File: config.mk
export PLATFORM = sky130hd
export DESIGN_NAME = amseq_top
export DESIGN_NICKNAME = d
export VERILOG_FILES = /design/src/pkg/amseq_pkg.sv /design/src/amseq_top.sv
export SDC_FILE = /design/constraint.sdc
export NUM_CORES = 1
export LEC_CHECK = 0
export ABC_AREA = 1
export BUFFER_PORTS_ARGS = -buffer_cell sky130_fd_sc_hd__buf_2
export CAP_MARGIN = 20
export CORE_MARGIN = 10
export CORE_UTILIZATION = 45
export CTS_BUF_LIST = sky130_fd_sc_hd__clkbuf_4
export DETAILED_ROUTE_END_ITERATION = 16
export HOLD_SLACK_MARGIN = 0.06
export PLACE_DENSITY = 0.72
export REMOVE_ABC_BUFFERS = 1
export SYNTH_ARGS = -nofsm -noshare
export SYNTH_HDL_FRONTEND = slang
export SYNTH_SLANG_ARGS = --single-unit
export TNS_END_PERCENT = 5
File: constraint.sdc
create_clock -name REF_CLK_I -period 5.58 [get_ports REF_CLK_I]
set_clock_uncertainty 0.15 [all_clocks]
set_input_delay 0.279 -clock REF_CLK_I [delete_from_list [all_inputs] [get_ports REF_CLK_I]]
set_output_delay 0.279 -clock REF_CLK_I [all_outputs]
set_load 0.01 [all_outputs]
File: src/pkg/amseq_pkg.sv
package amseq_pkg;
  // ----------------------------------------------------------------
  // register map (byte addresses on the apb port)
  // ----------------------------------------------------------------
  localparam logic [15:0] AFE_ADDR  = 16'h210C; // front-end pin setup
  localparam logic [15:0] RATE_ADDR = 16'h2200; // converter rate select
  localparam logic [15:0] SEQ_ADDR  = 16'h2204; // input per state
  localparam logic [15:0] FRM_ADDR  = 16'h2208; // state count, dec len
  localparam logic [15:0] STAT_ADDR = 16'h220C; // sequencer position

  // ----------------------------------------------------------------
  // field positions
  // ----------------------------------------------------------------
  localparam int PREAMP_BIT = 0;  // gain 8 on first pair
  localparam int FDIFF_BIT  = 4;  // first_pair_diff_enable
  localparam int PDIFF_LSB  = 5;  // pair_diff_enable, pairs 2..4
  localparam int RMT_BIT    = 8;  // remote_sensor_enable
  localparam int AFE_W      = 9;  // width of the front-end word
  localparam int RATE_BIT   = 5;  // bias / rate select
  localparam int CNT_LSB    = 0;  // frame_state_count [3:0]
  localparam int DLEN_LSB   = 4;  // decimation_length [1:0]
  localparam int FRM_W      = 6;  // width of the frame word
  localparam int SEQ_W      = 28; // seven 4-bit input codes

  // ----------------------------------------------------------------
  // reset values
  // ----------------------------------------------------------------
  localparam logic [8:0]  AFE_RST  = 9'h010;      // first pair diff
  localparam logic        RATE_RST = 1'h0;        // low bias
  localparam logic [5:0]  FRM_RST  = 6'h26;       // 6 states, 22 bit
  localparam logic [27:0] SEQ_RST  = 28'hFFF6540; // i0 va vb vc - -

  // ----------------------------------------------------------------
  // input codes, slots and timing
  // ----------------------------------------------------------------
  localparam logic [3:0] SEL_VOLT0  = 4'h4; // first voltage code
  localparam logic [3:0] SEL_LAST   = 4'h6; // last legal code
  localparam logic [3:0] SLOT_VOLT0 = 4'h8; // first voltage slot
  localparam int MAX_STATES  = 7; // inputs per frame
  localparam int STATE_TICKS = 2; // slow clock cycles per state
  localparam int FIR_SHIFT   = 9; // result left shift

  typedef enum logic [1:0] {
    SEQ_IDLE,
    SEQ_RUN,
    SEQ_TAIL
  } amseq_state_e;

  // one write into compute-engine sample ram
  typedef struct packed {
    logic        vld;     // write strobe
    logic        remote;  // sample came from a remote sensor
    logic        current; // current sample (delayed one interval)
    logic [3:0]  slot;    // result slot
    logic [31:0] data;    // shifted signed result
  } amseq_ce_wr_s;
endpackage : amseq_pkg

File: src/amseq_top.sv
// Overview of operation
// RULE1: frame starts state 1, runs programmed count
// RULE2: at most seven inputs per frame
// RULE3: remote arrangement: first pair differential, others remote
// RULE4: transformer arrangement: all four pairs differential
// RULE5: remote arrangement frame lasts 13 slow cycles
// RULE6: remote samples written in frame second half
// RULE7: remote frame holds two unused slots
// RULE8: local arrangement frame lasts 15 slow cycles
// RULE9: program current then matching voltage
// RULE10: tag current samples for one-interval delay
// RULE11: first pair result to slot 0 only
// RULE12: other pairs write even slot only
// RULE13: voltages single-ended, slots 8, 9, 10
// RULE14: preamp enable gives gain 8 on pair one
// RULE15: preamp independent of differential enable
// RULE16: bias follows rate select bit
// RULE17: 21 or 22 bit signed by length
// RULE18: launch each conversion, store at its slot
// RULE19: results shifted left nine bits
// RULE20: remote enable turns pairs two-four digital
// RULE21: unused slots write nothing
//
// The register addresses and the APB interface to the registers were chosen for this implementation.
`timescale 1ns/1ps
`default_nettype none
module amseq_top #(
  parameter int MAX_ST = amseq_pkg::MAX_STATES // states per frame
) (
  input  wire logic                     REF_CLK_I,
  input  wire logic                     RESET_N_I,
  input  wire logic                     PSEL_I,
  input  wire logic                     PENABLE_I,
  input  wire logic                     PWRITE_I,
  input  wire logic [15:0]              PADDR_I,
  input  wire logic [31:0]              PWDATA_I,
  output logic      [31:0]              PRDATA_O,
  output logic                          PREADY_O,
  output logic                          PSLVERR_O,
  input  wire logic                     SLOW_CLK_I,
  input  wire logic                     CONV_DONE_I,
  input  wire logic [21:0]              CONV_DATA_I,
  input  wire logic [2:0]               RMT_VALID_I,
  input  wire logic [2:0][21:0]         RMT_DATA_I,
  output logic                          CONV_START_O,
  output logic      [3:0]               CONV_SEL_O,
  output logic                          FRAME_START_O,
  output logic                          PREAMP_GAIN8_O,
  output logic                          FIRST_DIFF_O,
  output logic      [2:0]               PAIR_DIFF_O,
  output logic      [2:0]               REMOTE_IF_EN_O,
  output logic                          BIAS_SEL_O,
  output logic      [1:0]               DEC_LEN_O,
  output amseq_pkg::amseq_ce_wr_s       CE_WR_O
);
  import amseq_pkg::*;

  // ----------------------------------------------------------------
  // elaboration check
  // ----------------------------------------------------------------
  // state index is three bits wide and the table holds seven codes
  if (MAX_ST < 1 || MAX_ST > MAX_STATES) begin : g_bad_max
    $error("MAX_ST must lie between 1 and 7");
  end

  // ----------------------------------------------------------------
  // helpers
  // ----------------------------------------------------------------
  // address match, used for every register
  function automatic logic hit(input logic [15:0] a,
                               input logic [15:0] r);
    hit = (a == r);
  endfunction : hit

  // result slot of an input code: pairs even, voltages 8..10
  function automatic logic [3:0] slot_of(input logic [3:0] s);
    if (s < SEL_VOLT0) begin
      slot_of = {s[2:0], 1'b0};                    // [RULE11] [RULE12]
    end else begin
      slot_of = s - SEL_VOLT0 + SLOT_VOLT0;        // [RULE13]
    end
  endfunction : slot_of

  // sign extension by decimation length, then fixed shift
  function automatic logic [31:0] fir_word(input logic [21:0] d,
                                           input logic [1:0]  len);
    logic [22:0] e;
    e = (len == 2'h1) ? {{2{d[20]}}, d[20:0]}      // [RULE17]
                      : {d[21], d};
    fir_word = {e, {FIR_SHIFT{1'b0}}};             // [RULE19]
  endfunction : fir_word

  // ----------------------------------------------------------------
  // declarations
  // ----------------------------------------------------------------
  logic [AFE_W-1:0] afe_q;       // front-end control word
  logic             rate_q;      // rate / bias select
  logic [FRM_W-1:0] frm_q;       // state count and length
  logic [SEQ_W-1:0] seq_q;       // input code per state
  logic             pready_q;    // apb ready, one wait state
  logic [31:0]      prdata_q;    // latched read data
  logic             pslverr_q;   // unmapped address
  logic             s1_q;        // slow clock sync, first stage
  logic             s2_q;        // slow clock sync, second stage
  logic             s3_q;        // edge detect delay
  amseq_state_e     st_q;
  amseq_state_e     st_d;
  logic [2:0]       idx_q;       // current state, 1-based
  logic [2:0]       idx_d;
  logic [2:0]       nfr_q;       // state count held for the frame
  logic [2:0]       nfr_d;
  logic             ph_q;        // tick within a state
  logic             ph_d;
  logic [4:0]       ft_q;        // tick within the frame
  logic [4:0]       ft_d;
  logic [3:0]       sel_q;       // selected input code
  logic [3:0]       sel_d;
  logic             start_q;     // conversion launch pulse
  logic             start_d;
  logic             fst_q;       // frame start pulse
  logic             fst_d;
  logic [2:0]       pend_q;      // remote sample waiting
  logic [2:0]       pend_d;
  logic [21:0]      rmt_q [3];   // held remote samples
  amseq_ce_wr_s     ce_q;
  amseq_ce_wr_s     ce_d;
  logic [2:0]       clr;         // remote sample being written

  // ----------------------------------------------------------------
  // decode and selection
  // ----------------------------------------------------------------
  wire        acc     = PSEL_I & PENABLE_I;
  wire        done    = acc & pready_q;
  wire        wr      = done & PWRITE_I;
  wire        h_afe   = hit(PADDR_I, AFE_ADDR);
  wire        h_rate  = hit(PADDR_I, RATE_ADDR);
  wire        h_seq   = hit(PADDR_I, SEQ_ADDR);
  wire        h_frm   = hit(PADDR_I, FRM_ADDR);
  wire        h_stat  = hit(PADDR_I, STAT_ADDR);
  wire        mapped  = h_afe | h_rate | h_seq | h_frm | h_stat;
  wire [31:0] rdata   = h_afe  ? 32'(afe_q)
                      : h_rate ? 32'(rate_q) << RATE_BIT
                      : h_seq  ? 32'(seq_q)
                      : h_frm  ? 32'(frm_q)
                      : h_stat ? {21'h0, pend_q, ft_q, idx_q}
                      : 32'h0;
  wire        rmt     = afe_q[RMT_BIT];
  wire [3:0]  cnt     = frm_q[CNT_LSB +: 4];
  wire [1:0]  dlen    = frm_q[DLEN_LSB +: 2];
  wire [2:0]  n_eff   = (cnt > 4'(MAX_ST)) ? 3'(MAX_ST)   // [RULE2]
                                           : cnt[2:0];
  wire        tick    = s2_q & ~s3_q;
  wire        ph_last = (ph_q == 1'(STATE_TICKS - 1));
  // code for the state after idx_q; padding reads as unused
  wire [31:0] seq_x   = {4'hF, seq_q};
  wire [3:0]  nxt_sel = seq_x[{idx_q, 2'b00} +: 4];
  // a pair whose pins are digital is skipped, like an unused code
  wire        sel_ok  = (sel_q <= SEL_LAST) &&       // [RULE7]
                        !(rmt && sel_q != 4'h0 && sel_q < SEL_VOLT0);
  wire        loc_wr  = CONV_DONE_I & sel_ok;            // [RULE21]
  wire        half    = (st_q != SEQ_IDLE) && (ft_q > 5'(nfr_q));
  wire [2:0]  rpick   = pend_q & {3{half & rmt}};        // [RULE6]
  wire [1:0]  rsel    = rpick[0] ? 2'h0 : rpick[1] ? 2'h1 : 2'h2;

  // ----------------------------------------------------------------
  // apb slave
  // ----------------------------------------------------------------
  // ready rises one cycle into the access phase
  always_ff @(posedge REF_CLK_I or negedge RESET_N_I) begin
    if (!RESET_N_I) begin
      pready_q  <= 1'b0;
      prdata_q  <= 32'h0;
      pslverr_q <= 1'b0;
    end else begin
      pready_q  <= acc & ~pready_q;
      prdata_q  <= (acc & ~pready_q & ~PWRITE_I) ? rdata : prdata_q;
      pslverr_q <= acc & ~pready_q & ~mapped;
    end
  end

  // register writes at the completing edge only
  always_ff @(posedge REF_CLK_I or negedge RESET_N_I) begin
    if (!RESET_N_I) begin
      afe_q  <= AFE_RST;
      rate_q <= RATE_RST;
      frm_q  <= FRM_RST;
      seq_q  <= SEQ_RST;
    end else begin
      if (wr && h_afe) begin
        afe_q <= PWDATA_I[AFE_W-1:0];
      end
      if (wr && h_rate) begin
        rate_q <= PWDATA_I[RATE_BIT];
      end
      if (wr && h_frm) begin
        frm_q <= PWDATA_I[FRM_W-1:0];
      end
      if (wr && h_seq) begin
        seq_q <= PWDATA_I[SEQ_W-1:0];
      end
    end
  end

  // ----------------------------------------------------------------
  // slow reference clock
  // ----------------------------------------------------------------
  // pin from another domain: two flops, then an edge detector
  always_ff @(posedge REF_CLK_I or negedge RESET_N_I) begin
    if (!RESET_N_I) begin
      s1_q <= 1'b0;
      s2_q <= 1'b0;
      s3_q <= 1'b0;
    end else begin
      s1_q <= SLOW_CLK_I;
      s2_q <= s1_q;
      s3_q <= s2_q;
    end
  end

  // ----------------------------------------------------------------
  // sequencer
  // ----------------------------------------------------------------
  // each state lasts two ticks, the frame ends with one idle tick;
  // so six states give 13 ticks and seven give 15
  always_comb begin
    st_d    = st_q;
    idx_d   = idx_q;
    nfr_d   = nfr_q;
    ph_d    = ph_q;
    ft_d    = ft_q;
    sel_d   = sel_q;
    start_d = 1'b0;
    fst_d   = 1'b0;
    if (tick) begin
      ft_d = ft_q + 5'h1;
      unique case (st_q)
        SEQ_RUN: begin
          if (!ph_last) begin
            ph_d = ph_q + 1'b1;
          end else if (idx_q >= nfr_q) begin
            st_d = SEQ_TAIL;                       // [RULE5] [RULE8]
          end else begin
            ph_d    = 1'b0;
            idx_d   = idx_q + 3'h1;                // [RULE1]
            sel_d   = nxt_sel;
            start_d = 1'b1;                        // [RULE18]
          end
        end
        SEQ_IDLE, SEQ_TAIL: begin
          // a zero count parks the sequencer
          st_d    = (n_eff == 3'h0) ? SEQ_IDLE : SEQ_RUN;
          idx_d   = 3'h1;                          // [RULE1]
          // count taken here, so a mid-frame write cannot bend a frame
          nfr_d   = n_eff;
          ph_d    = 1'b0;
          ft_d    = 5'h0;
          sel_d   = seq_q[3:0];
          start_d = (n_eff != 3'h0);               // [RULE18]
          fst_d   = (n_eff != 3'h0);
        end
      endcase
    end
  end

  // sequencer state
  always_ff @(posedge REF_CLK_I or negedge RESET_N_I) begin
    if (!RESET_N_I) begin
      st_q    <= SEQ_IDLE;
      idx_q   <= 3'h0;
      nfr_q   <= 3'h0;
      ph_q    <= 1'b0;
      ft_q    <= 5'h0;
      sel_q   <= 4'hF;
      start_q <= 1'b0;
      fst_q   <= 1'b0;
    end else begin
      st_q    <= st_d;
      idx_q   <= idx_d;
      nfr_q   <= nfr_d;
      ph_q    <= ph_d;
      ft_q    <= ft_d;
      sel_q   <= sel_d;
      start_q <= start_d;
      fst_q   <= fst_d;
    end
  end

  // ----------------------------------------------------------------
  // sample ram writes
  // ----------------------------------------------------------------
  // local result wins the port; remote samples wait for a free cycle
  always_comb begin
    ce_d = '0;
    clr  = 3'h0;
    if (loc_wr) begin
      ce_d.vld     = 1'b1;                         // [RULE18]
      ce_d.current = (sel_q < SEL_VOLT0);          // [RULE10]
      ce_d.slot    = slot_of(sel_q);
      ce_d.data    = fir_word(CONV_DATA_I, dlen);
    end else if (rpick != 3'h0) begin
      ce_d.vld     = 1'b1;                         // [RULE6]
      ce_d.remote  = 1'b1;
      ce_d.current = 1'b1;                         // [RULE10]
      ce_d.slot    = slot_of(4'({2'b00, rsel} + 4'h1));
      ce_d.data    = fir_word(rmt_q[rsel], dlen);
      clr          = 3'(3'h1 << rsel);
    end
    // a new sample in the clearing cycle keeps its flag
    pend_d = (pend_q & ~clr) | (RMT_VALID_I & {3{rmt}});
  end

  // write port and pending flags
  always_ff @(posedge REF_CLK_I or negedge RESET_N_I) begin
    if (!RESET_N_I) begin
      ce_q   <= '0;
      pend_q <= 3'h0;
    end else begin
      ce_q   <= ce_d;
      pend_q <= pend_d;
    end
  end

  // remote sample holding, one per pair
  for (genvar k = 0; k < 3; k++) begin : g_rmt
    always_ff @(posedge REF_CLK_I or negedge RESET_N_I) begin
      if (!RESET_N_I) begin
        rmt_q[k] <= 22'h0;
      end else if (RMT_VALID_I[k]) begin
        rmt_q[k] <= RMT_DATA_I[k];
      end
    end
  end

  // ----------------------------------------------------------------
  // outputs
  // ----------------------------------------------------------------
  assign PRDATA_O       = prdata_q;
  assign PREADY_O       = pready_q;
  assign PSLVERR_O      = pslverr_q;
  assign CONV_START_O   = start_q;
  assign CONV_SEL_O     = sel_q;
  assign FRAME_START_O  = fst_q;
  assign PREAMP_GAIN8_O = afe_q[PREAMP_BIT];       // [RULE14] [RULE15]
  assign FIRST_DIFF_O   = afe_q[FDIFF_BIT];        // [RULE15]
  assign PAIR_DIFF_O    = afe_q[PDIFF_LSB +: 3];
  assign REMOTE_IF_EN_O = {3{afe_q[RMT_BIT]}};     // [RULE20]
  assign BIAS_SEL_O     = rate_q;                  // [RULE16]
  assign DEC_LEN_O      = dlen;
  assign CE_WR_O        = ce_q;
endmodule : amseq_top
`default_nettype wire
== Yosys cells after proc, flatten, opt, wreduce, memory -nomap -nowiden ==
Index checks and enable logic that the tools add are counted.
W data, S select, Z words.

* Flip-flop bits (word level): 209
* Input bits: 146
* Word-level logic and storage cells: 138

* Add/sub/neg operators: 8
* Magnitude comparators: 7
* Equality and inequality tests: 11
* Shift operators: 2
* Mux-type cells: 41
* Bitwise gates (word level): 23
* Reduce and logical (&&, ||, !) cells: 19

{| class="wikitable"
|+ Operators with widths
! kind !! number
|-
| $mux W28 || 3
|-
| $eq A16 B14 Y1 const B || 5
|-
| $mux W23 || 2
|-
| $bmux W22 S2 || 1
|-
| $mux W22 || 2
|-
| $mux W39 || 1
|-
| $mux W37 || 1
|-
| $shiftx A32 B6 Y4 || 1
|-
| $mux W11 || 2
|-
| $mux W4 || 4
|-
| $mux W3 || 5
|-
| $mux W1 || 10
|-
| $and A1 B1 Y1 || 9
|-
| $and A3 B3 Y3 || 3
|-
| $add A4 B4 Y4 const B || 2
|-
| $logic_and A1 B1 Y1 || 8
|-
| $mux W2 || 4
|-
| $pmux W4 S2 || 1
|-
| $ne A2 B2 Y1 const B || 3
|-
| $pmux W3 S2 || 1
|-
| $reduce_and A3 Y1 || 2
|-
| $reduce_bool A3 Y1 || 2
|-
| $add A5 B1 Y5 const B || 1
|-
| $gt A5 B3 Y1 || 1
|-
| 29 further kinds || 37
|}

== Depth between registers and ports, before layout ==
Gate-level depths: netlist (run 1).

* Depth in word-level cells: 13
* Mapped depth: 14

== Worst setup path before layout (run 1) ==
OpenSTA, ideal clock, no wires.

* Path type: reg-to-reg
* Start point: reg idx_q[0]
* End point: reg idx_q[2]
* Setup time: 0.077 ns
* Data arrival time: 1.768 ns
* Data required time: 5.353 ns
* Slack: 3.585 ns
* Cell stages (with the launch flop): 13
* Buffers on the path: 3
* Clock period less this slack: 1.995 ns
* Cells stage by stage: dfrtp_1 buf_2 inv_1 buf_2 ha_1 nand3_1 nand4_1 nand2_1 nand2_1 inv_1 buf_2 nand2_1 a21oi_1

* Longest elaborated chain between the ends: 4

{| class="wikitable"
|+ RTL lines
! element !! line !! source
|-
| start: declaration || amseq_top.sv:108 || <nowiki>logic [2:0] idx_q;</nowiki>
|-
| start signal: assignment || amseq_top.sv:278 || <nowiki>idx_q <= idx_d;</nowiki>
|-
| $add A3 B1 Y3 || amseq_top.sv:244 || <nowiki>idx_d = idx_q + 3'h1;</nowiki>
|-
| $mux W3 || amseq_top.sv:240 || <nowiki>end else if (idx_q >= nfr_q) begin</nowiki>
|-
| $mux W3 || amseq_top.sv:238 || <nowiki>if (!ph_last) begin</nowiki>
|-
| $pmux W3 S2 || amseq_top.sv:236 || <nowiki>unique case (st_q)</nowiki>
|}

Parallel ways exist; a longest one is shown, timed or not. The select of a mux whose other input is x is not followed.
A chain may end at the register's enable or synchronous reset.

== Worst setup path after layout (run 1) ==
* Start point: in PADDR_I[12]
* End point: reg seq_q[15]

* Longest elaborated chain between the ends: 2

{| class="wikitable"
|+ RTL lines
! element !! line !! source
|-
| start: declaration || amseq_top.sv:35 || <nowiki>input wire logic [15:0] PADDR_I,</nowiki>
|-
| $eq A16 B14 Y1 || amseq_top.sv:72 || <nowiki>hit = (a == r);</nowiki>
|-
| $logic_and A1 B1 Y1 || amseq_top.sv:198 || <nowiki>if (wr && h_seq) begin</nowiki>
|-
| end signal: assignment || amseq_top.sv:199 || <nowiki>seq_q <= PWDATA_I[SEQ_W-1:0];</nowiki>
|-
| end: declaration || amseq_top.sv:99 || <nowiki>logic [SEQ_W-1:0] seq_q;</nowiki>
|}

Every way passes these cells.

==> out/metrics.yaml, run 1 <==
path_max_fanout: 37
yosysTopAreaCell: "dfrtp_1"
preCtsSetupSlack_ps: 2330
dr.max_layer_used: "met4"
met1_length_um: 11000
postSynthAreaPerCell_um2: 9.91
nets: 1421
ios: 236
dpl.hpwl_um: 18100
dr.pass1.iters: 7
synth_common_cells: "214 x nand2_1, 170 x dfrtp_1, 87 x o21ai_0, 73 x inv_1, 51 x mux2_2"
clockRootBuffer: "clkbuf_4"
hold_viol_final: 0
die_area_um2: 26700
hp-class: "input pin to flop"
cts_tree: "built"
syn-cell-area_um2: 9270
cp_common_cell: "dlygate4sd3_1"
crit_chain: "dlygate4sd3_1 > buf_2 > nor2_2 > nand2_2 > dlygate4sd3_1 > nor2_4 > dlygate4sd3_1 > nand2_4 > inv_4 > nand2_4 > mux2_4"
grt_pass1_wl_um: 43700
yosysUniqueCellTypes: 41
start_kind: "input pin"
cp_slowest_cell: "dlygate4sd3_1"
synthTopCellsByArea: "dfrtp_1 46%, nand2_1 8.7%, dfstp_2 7.1%"
synth_seq_cells: 195
ys.warnings.count: 0
reg2reg_slack_ps: 2530
endpoint_kind: "flop"
die_w_um: 164
clk_latency_ps: 600
worst_slack_ps: 2320
synth_top_area_share_pct: 45.9
rsz0062_at_grt: "no"
postRouteAntennaNets: 0
ir_worst_vdd_mv: 0.107
clk_pin_slew_ps: 170
coreArea_um2: 20200
drt_iter0_drc: 534
vias: 7816
start_util_pct: 45.8
postRouteWirelength_um: 27500
synth_edf_count: 0
via_per_inst: 5.04
required_ps: 5940
critical_path_class: "input pin to flop"
grt_max_degree: 71
cts_sinks: 195
post_cts_buffers: 0
synth_most_common_cell: "nand2_1"
tightest_slew_ps: 886
cp.arrival_ps: 3630
tns_ps: 0
cpPeakStageDelay_ps: 630
drive_above_1_share_pct: 33.6
min_period_ps: 3260
grt_pass1_vias: 8305
syn2layout_area_growth_pct: 30.0
max_freq_mhz: 306
gp_congestion: 0.834
die_h_um: 164
portBuffers: 218
track_usage_pct: 20.5
num_rows: 52
synth_flop_cell: "dfrtp_1"
finalCritPeriodShare_pct: 58.5
routed-wl-met2_um: 13900
drv_slew: 0
slew_headroom_pct: 40.5
maxCapViolCount: 0
synthCells: 935
wl_per_cell_um: 17.7
clockBufferDepth: 2
route.met3.wl_um: 1370
yosysSeqAreaShare_pct: 53.0
status: "finished clean"
power_w: 0.00260
cts-htree-levels: 4
drc: 0
p_leak_nw: 5.95
setup_viol: 0
synthArstFlopShare_pct: 100
grt_remaining_overflow: 0
grt_antenna_before_repair: 3
numCtsBuffers: 17
p_per_area_nw_per_um2: 216
## cell type report
class,instances,area (um2)
antenna,3,7.51
clock buffer,17,128
clock inverter,15,171
fill,1643,8180
inverter,83,319
multi-input combinational,606,3650
sequential,195,4910
tap,270,338
timing repair buffer,361,2530
## worst max-delay path: cells and delay by family
family        cells  cell delay [ps]
buf+inv           5             2120
mux               1              400
simple gates      5              790
## final timing paths
kind                            depth (start not counted)               endpoint                start
worst max-delay path                                   11  seq_q[15]$_DFFE_PN0P_          PADDR_I[12]
worst min-delay path                                    3  rmt_q[60]$_DFFE_PN0P_       RMT_VALID_I[0]
worst max register to register                         11  CE_WR_O[29]$_DFF_PN0_  ft_q[1]$_DFFE_PN0P_
worst min register to register                          0         s2_q$_DFF_PN0_       s1_q$_DFF_PN0_
max in group asynchronous                               5    ft_q[1]$_DFFE_PN0P_            RESET_N_I
min in group asynchronous                               3   afe_q[3]$_DFFE_PN0P_            RESET_N_I
## repair_timing
| item | in CTS | in global routing |
|---|---|---|
| hold buffers | 138 | 0 |
| gates resized for setup | 0 | 0 |
| hold endpoints to repair | 223 | 0 |
## metrics by stage
| step | area, um2 | utilization, % | hold WS, ps | std cells |
|---|---|---|---|---|
| floorplan | 8880 | - | -167 | 884 |
| global placement | 10300 | 51.1 | 139 | 1375 |
| detailed placement | 10300 | 51.1 | 141 | 1375 |
| CTS | 12000 | 59.4 | 64.0 | 1545 |
| global route | 12100 | 59.6 | 86.4 | 1550 |
| finish | 12100 | 59.6 | 107 | 1550 |
## flip-flops by register name, summed over array words and instances, names as in the netlist, 4 cells and up
name	count
afe_q	9
rmt_q	66
PRDATA_O	28
frm_q	6
ft_q	5
CONV_SEL_O	4
seq_q	28
CE_WR_O	29
## report_power, final
part / switching, W / internal [W] / total [W]
combinational: 0.000144 / 0.000151 / 0.000295
clock: 0.000522 / 0.000278 / 0.000801
sequential: 0.0000352 / 0.00147 / 0.00151
total: 0.000702 / 0.00190 / 0.00260
## cell families after synthesis
group | synth area share, %
other | 0.0405
adders and majority gates | 1.48
muxes | 8.14
AOI/OAI and AO/OA | 13.2
and+or+nand+nor | 16.0
DFF | 53.0
buffers and inverters | 8.17
## routing by layer
metal	global-route usage, %	up-vias
met1	24.5	3752
met3	4.18	81
li1	-	3721
met2	34.1	262
met5	0	-
met4	10.9	0
## layout by cell type (no fill, tap or decap), types with 20 or more instances in the layout
| cell type | n |
|---|---|
| buf_2 | 217 |
| nand2_1 | 214 |
| dfrtp_1 | 170 |
| dlygate4sd3_1 | 138 |
| o21ai_0 | 87 |
| inv_1 | 73 |
| mux2_2 | 51 |
| nand3_1 | 50 |
| dfstp_2 | 25 |
| a21oi_1 | 24 |
| nand2_2 | 22 |
| o21ai_2 | 21 |
| o21ai_1 | 20 |
Power figures use the tool's default switching activity.
==> run 2, diff against run 1 <==
- ABC_AREA: 1 -> 0
- PLACE_DENSITY: 0.72 -> 0.73
- clock period: 5.58 -> 3.4 ns (I/O delays scaled with it)
==> run 2 against run 1 <==
- count of clock-buffer cells in the layout stayed put
- first-iteration DRC count is 2.4% higher
- die area is 4.3% lower
- clock power is 69% higher
- hold slack worse by 22 ps
- cell count is 9.1% lower
- sequential share of layout area is 1.4 points lower
- critical path type is now flop to flop
==> out/metrics.yaml, run 2 <==
status: "finished clean"
portBuffers: 218
cts_sinks: 195
top_register: "rmt_q"
synth_compound_area_share_pct: 10.7
clockBufferDepth: 2
postRouteWirelength_um: 29300
ys.warnings.count: 0
synth.area.mux_share_pct: 18.3
yosysSeqAreaShare_pct: 55.7
fillers: 1397
num_rows: 51
synth_flop_cell: "dfrtp_1"
start_util_pct: 45.6
dpl.hpwl_um: 17200
ios: 236
yosysUniqueCellTypes: 54
hold_viol_final: 0
final_cell_mix: "217 x buf_2, 206 x dlygate4sd3_1, 170 x dfrtp_1"
grt_antenna_before_repair: 10
rsz0062_at_grt: "no"
finalCritPeriodShare_pct: 82.0
die_area_um2: 25600
syn-cell-area_um2: 8810
cts_tree: "built"
die_w_um: 160
p_leak_nw: 5.98
path_max_fanout: 6
gp_congestion: 0.845
r2r_cells: 5
nets: 1278
numCtsBuffers: 17
slew_headroom_pct: 49.4
synthArstFlopShare_pct: 100
post_cts_buffers: 0
postSynthAreaPerCell_um2: 12.4
reg2reg_slack_ps: 610
maxCapViolCount: 0
synthTopCellsByArea: "dfrtp_1 48%, mux2_2 10%, dfstp_2 7.5%"
die_h_um: 160
wl_per_cell_um: 20.8
cts_hold_buffers: 206
synthCells: 711
cp.arrival_ps: 3140
drt_iter0_drc: 547
setup_viol: 0
hp-class: "input pin to flop"
required_ps: 3750
postRouteAntennaNets: 0
drive_above_1_share_pct: 35.1
synth_seq_cells: 195
clk_pin_slew_ps: 160
tns_ps: 0
track_usage_pct: 22.7
layout_commonest_cell: "buf_2"
endpoint_kind: "flop"
vias: 7521
synth_common_cells: "170 x dfrtp_1, 78 x mux2_2, 74 x nand2_1, 35 x o21ai_0, 32 x nor2_1"
drv_slew: 0
coreArea_um2: 19300
syn2layout_area_growth_pct: 41.6
p_per_area_nw_per_um2: 446
tightest_slew_ps: 759
grt_remaining_overflow: 0
min_period_ps: 2790
drc: 0
synth_adder_area_share_pct: 1.56
grt_pass1_vias: 8401
ir_worst_vdd_mv: 0.254
max_freq_mhz: 358
dr.pass1.iters: 5
clk_latency_ps: 600
cts-htree-levels: 4
synth_top_area_share_pct: 48.3
start_kind: "flop"
preCtsSetupSlack_ps: 686
grt_pass1_wl_um: 46400
synthSimpleGateAreaFrac_pct: 8.47
via_per_inst: 5.34
yosysTopAreaCell: "dfrtp_1"
post_cts_resized: 0
synth_most_common_cell: "dfrtp_1"
min_path_cells: 2
synth_top_family_by_area: "multiplexers"
largest_reg_flops: 66
grt_max_degree: 69
worst_slack_ps: 611
synth_edf_count: 0
clockRootBuffer: "clkbuf_4"
synth_xor_area_share_pct: 0
critical_path_class: "flop to flop"
run 2: cell types whose count changed in the layout (fill, tap and decap cells not counted), moves of 27 or more:
cell	delta
inv_1	-43
o21ai_0	-52
mux2_2	+27
nand3_1	-42
nand2_1	-140
mux2i_1	+29
dlygate4sd3_1	+68
a22o_1	+27
run 2: power breakdown:
| group | switching, W | leakage [nW] | total (W) | internal, W |
|---|---|---|---|---|
| logic | 0.000702 | 3.39 | 0.00139 | 0.000691 |
| clock network | 0.000834 | 0.149 | 0.00135 | 0.000515 |
| registers | 0.000240 | 2.44 | 0.00282 | 0.00258 |
run 2: cells by family after synthesis:
group           Yosys count
compound gates          128
fa+ha+maj                11
buf+inv                  88
flops                   195
mux                     135
other cells               1
simple gates            153
run 2: metal layers:
metal	routed length (um)	up-vias	GRT usage, %
met5	0	-	0
met4	1550	0	13.8
met3	1440	106	4.60
met2	15500	312	39.6
met1	10900	3742	25.0
li1	-	3361	-
run 2: path summary, 6_finish.rpt:
check | from | end
max in group asynchronous | RESET_N_I | seq_q[8]$_DFFE_PN1P_
min in group asynchronous | RESET_N_I | frm_q[5]$_DFFE_PN1P_
min reg2reg | s1_q$_DFF_PN0_ | s2_q$_DFF_PN0_
max | PREADY_O$_DFF_PN0_ | BIAS_SEL_O$_DFFE_PN0P_
max reg2reg | PREADY_O$_DFF_PN0_ | BIAS_SEL_O$_DFFE_PN0P_
min | RMT_VALID_I[2] | rmt_q[6]$_DFFE_PN0P_
run 2: layout make-up:
class                      count  area, um2  share of cell area (%)
clock inverter                15        180                    1.44
tap                          265        332                    2.66
multi-input combinational    440       3500                    28.1
sequential                   195       4910                    39.3
inverter                      30        113                   0.902
antenna                       10       25.0                   0.200
clock buffer                  17        128                    1.02
timing repair buffer         437       3290                    26.4
run 2: through the flow:
stage                     utilization [%]  instance area, um2  instances  hold WS, ps  power [W]
after floorplan                         -                8520        665         -276    0.00345
after global placement               52.0               10100       1160         62.2    0.00394
after detailed placement             52.0               10100       1160         61.1    0.00398
after CTS                            64.4               12400       1398         60.1    0.00552
after global routing                 64.6               12500       1409          126    0.00584
final                                64.6               12500       1409         85.0    0.00557
run 2: worst max-delay path: stages, from the launching register on:
cell,delay (ps)
dfrtp_1,470
nand4_1,270
dlygate4sd3_1,690
nor4_1,200
dlygate4sd3_1,600
mux2_2,320
==> run 3, diff against run 2 <==
- clock period: 3.4 -> 2.6 ns (I/O delays scaled with it)
==> run 3 against run 2 <==
- power grew 35%
- sequential power grew 28%
- final area grew 3.7%
- die area is the same
- sequential share of layout area shrank 1.4 points
- first-iteration DRC count grew 31%
- count of clock-buffer cells in the layout is the same
- cell count grew 3.1%
- register-to-register slack lost 470 ps
- core utilization grew 2.4 points
- non-clock buffer count grew 45
- critical path type is now input pin to flop
- largest cell class unchanged
==> out/metrics.yaml, run 3 (synthesis results as in run 2) <==
vias: 7800
power_w: 0.00749
drv_slew: 0
drt_iter0_drc: 714
dr.pass1.iters: 5
cp.arrival_ps: 2820
required_ps: 2940
via_per_inst: 5.37
final_cell_mix: "236 x dlygate4sd3_1, 217 x buf_2, 170 x dfrtp_1"
num_rows: 51
drive_above_1_share_pct: 35.3
hp-class: "input pin to flop"
finalCritPeriodShare_pct: 95.5
ir_worst_vdd_mv: 0.332
ios: 236
maxCapViolCount: 0
start_util_pct: 45.6
dp.cells: 1175
slew_headroom_pct: 50.2
layout_commonest_cell: "dlygate4sd3_1"
portBuffers: 218
seq_area_um2: 4910
finalNonFillerCells: 1452
drc: 0
hp-start: "CONV_DATA_I[18]"
postRouteAntennaNets: 0
post-route-util_pct: 66.9
top_register: "rmt_q"
wl_per_cell_um: 20.9
endpoint_kind: "flop"
crit_chain: "dlygate4sd3_1 > buf_2 > nand4b_1 > dlygate4sd3_1 > nor3_4 > buf_12 > mux2_2 > dlygate4sd3_1"
fillers: 1338
die_area_um2: 25600
path_max_fanout: 9
multiInputGateArea_um2: 3510
met1_length_um: 11500
clk_latency_ps: 620
max_freq_mhz: 403
clockRootBuffer: "clkbuf_4"
cp_slowest_cell: "dlygate4sd3_1"
track_usage_pct: 23.6
dpl.hpwl_um: 17700
tightest_slew_ps: 747
grt_antenna_before_repair: 6
rsz0062_at_grt: "no"
r2r-start: "PREADY_O$_DFF_PN0_"
clockBufferDepth: 2
cts-htree-levels: 4
gp_congestion: 0.839
cp_common_cell: "dlygate4sd3_1"
status: "finished clean"
grt_remaining_overflow: 0
p_leak_nw: 6.22
grt_pass1_vias: 8851
nets: 1323
min_period_ps: 2480
p_per_area_nw_per_um2: 579
postRouteWirelength_um: 30300
worst_slack_ps: 118
grt_max_degree: 86
start_kind: "input pin"
cpPeakStageDelay_ps: 650
die_h_um: 160
route.met3.wl_um: 1480
die_w_um: 160
startpoint: "PADDR_I[8]"
preCtsSetupSlack_ps: 241
numCtsBuffers: 17
syn2layout_area_growth_pct: 46.8
dr.max_layer_used: "met4"
setup_viol: 0
cts_tree: "built"
largest_reg_flops: 66
routed-wl-met2_um: 15900
critical_path_class: "input pin to flop"
hold_viol_final: 0
cts_sinks: 195
clk_pin_slew_ps: 170
grt_pass1_wl_um: 48400
coreArea_um2: 19300
==> run 3: stage by stage <==
step           hold slack, ps  setup TNS, ps  instance area (um2)
2_1_floorplan            -316          -3730                 8520
3_5_place_dp             93.9              0                10200
4_1_cts                  60.9              0                12900
6_report                  124              0                12900
3_3_place_gp             89.6              0                10200
5_1_grt                  94.2              0                12900
==> run 3: final cells by class <==
class | count | area share [%]
tap | 265 | 2.56
timing repair buffer | 482 | 28.9
antenna | 8 | 0.155
clock inverter | 15 | 1.49
clock buffer | 17 | 0.986
multi-input combinational | 440 | 27.1
inverter | 30 | 0.870
sequential | 195 | 37.9
==> run 3: layer usage <==
layer	track usage (%)	vias up
li1	-	3438
met1	26.2	3890
met2	41.1	360
met3	5.06	112
met4	13.7	0
met5	0	-
==> run 3: path summary, 6_finish.rpt <==
kind                                          to  slack (ps)  cells after the start
setup / recovery            afe_q[2]$_DFFE_PN0P_         120                      8
hold / removal             CE_WR_O[27]$_DFF_PN0_         120                      4
setup reg to reg            afe_q[2]$_DFFE_PN0P_         140                      5
hold reg to reg                   s2_q$_DFF_PN0_         220                      0
max in group asynchronous  seq_q[13]$_DFFE_PN1P_        1000                      4
min in group asynchronous   seq_q[9]$_DFFE_PN0P_         520                      3
==> run 3: power breakdown <==
part | internal (W) | total, W | switching, W | leakage [nW]
clock network | 0.000694 | 0.00183 | 0.00114 | 0.164
registers | 0.00338 | 0.00362 | 0.000239 | 2.44
logic | 0.000988 | 0.00204 | 0.00105 | 3.62
total | 0.00506 | 0.00749 | 0.00243 | 6.22
==> run 3: repair_timing <==
action | 4_1_cts | 5_1_grt
gates resized for setup | 0 | 2
hold buffers | 236 | 0
setup endpoints to repair | 0 | 12
setup buffers | 0 | 1
hold endpoints to repair | 326 | 0
==> run 3: worst max-delay path: cells and delay by family <==
family	cells	cell delay, ps
and+or+nand+nor	2	290
buffers and inverters	5	2060
muxes	1	340
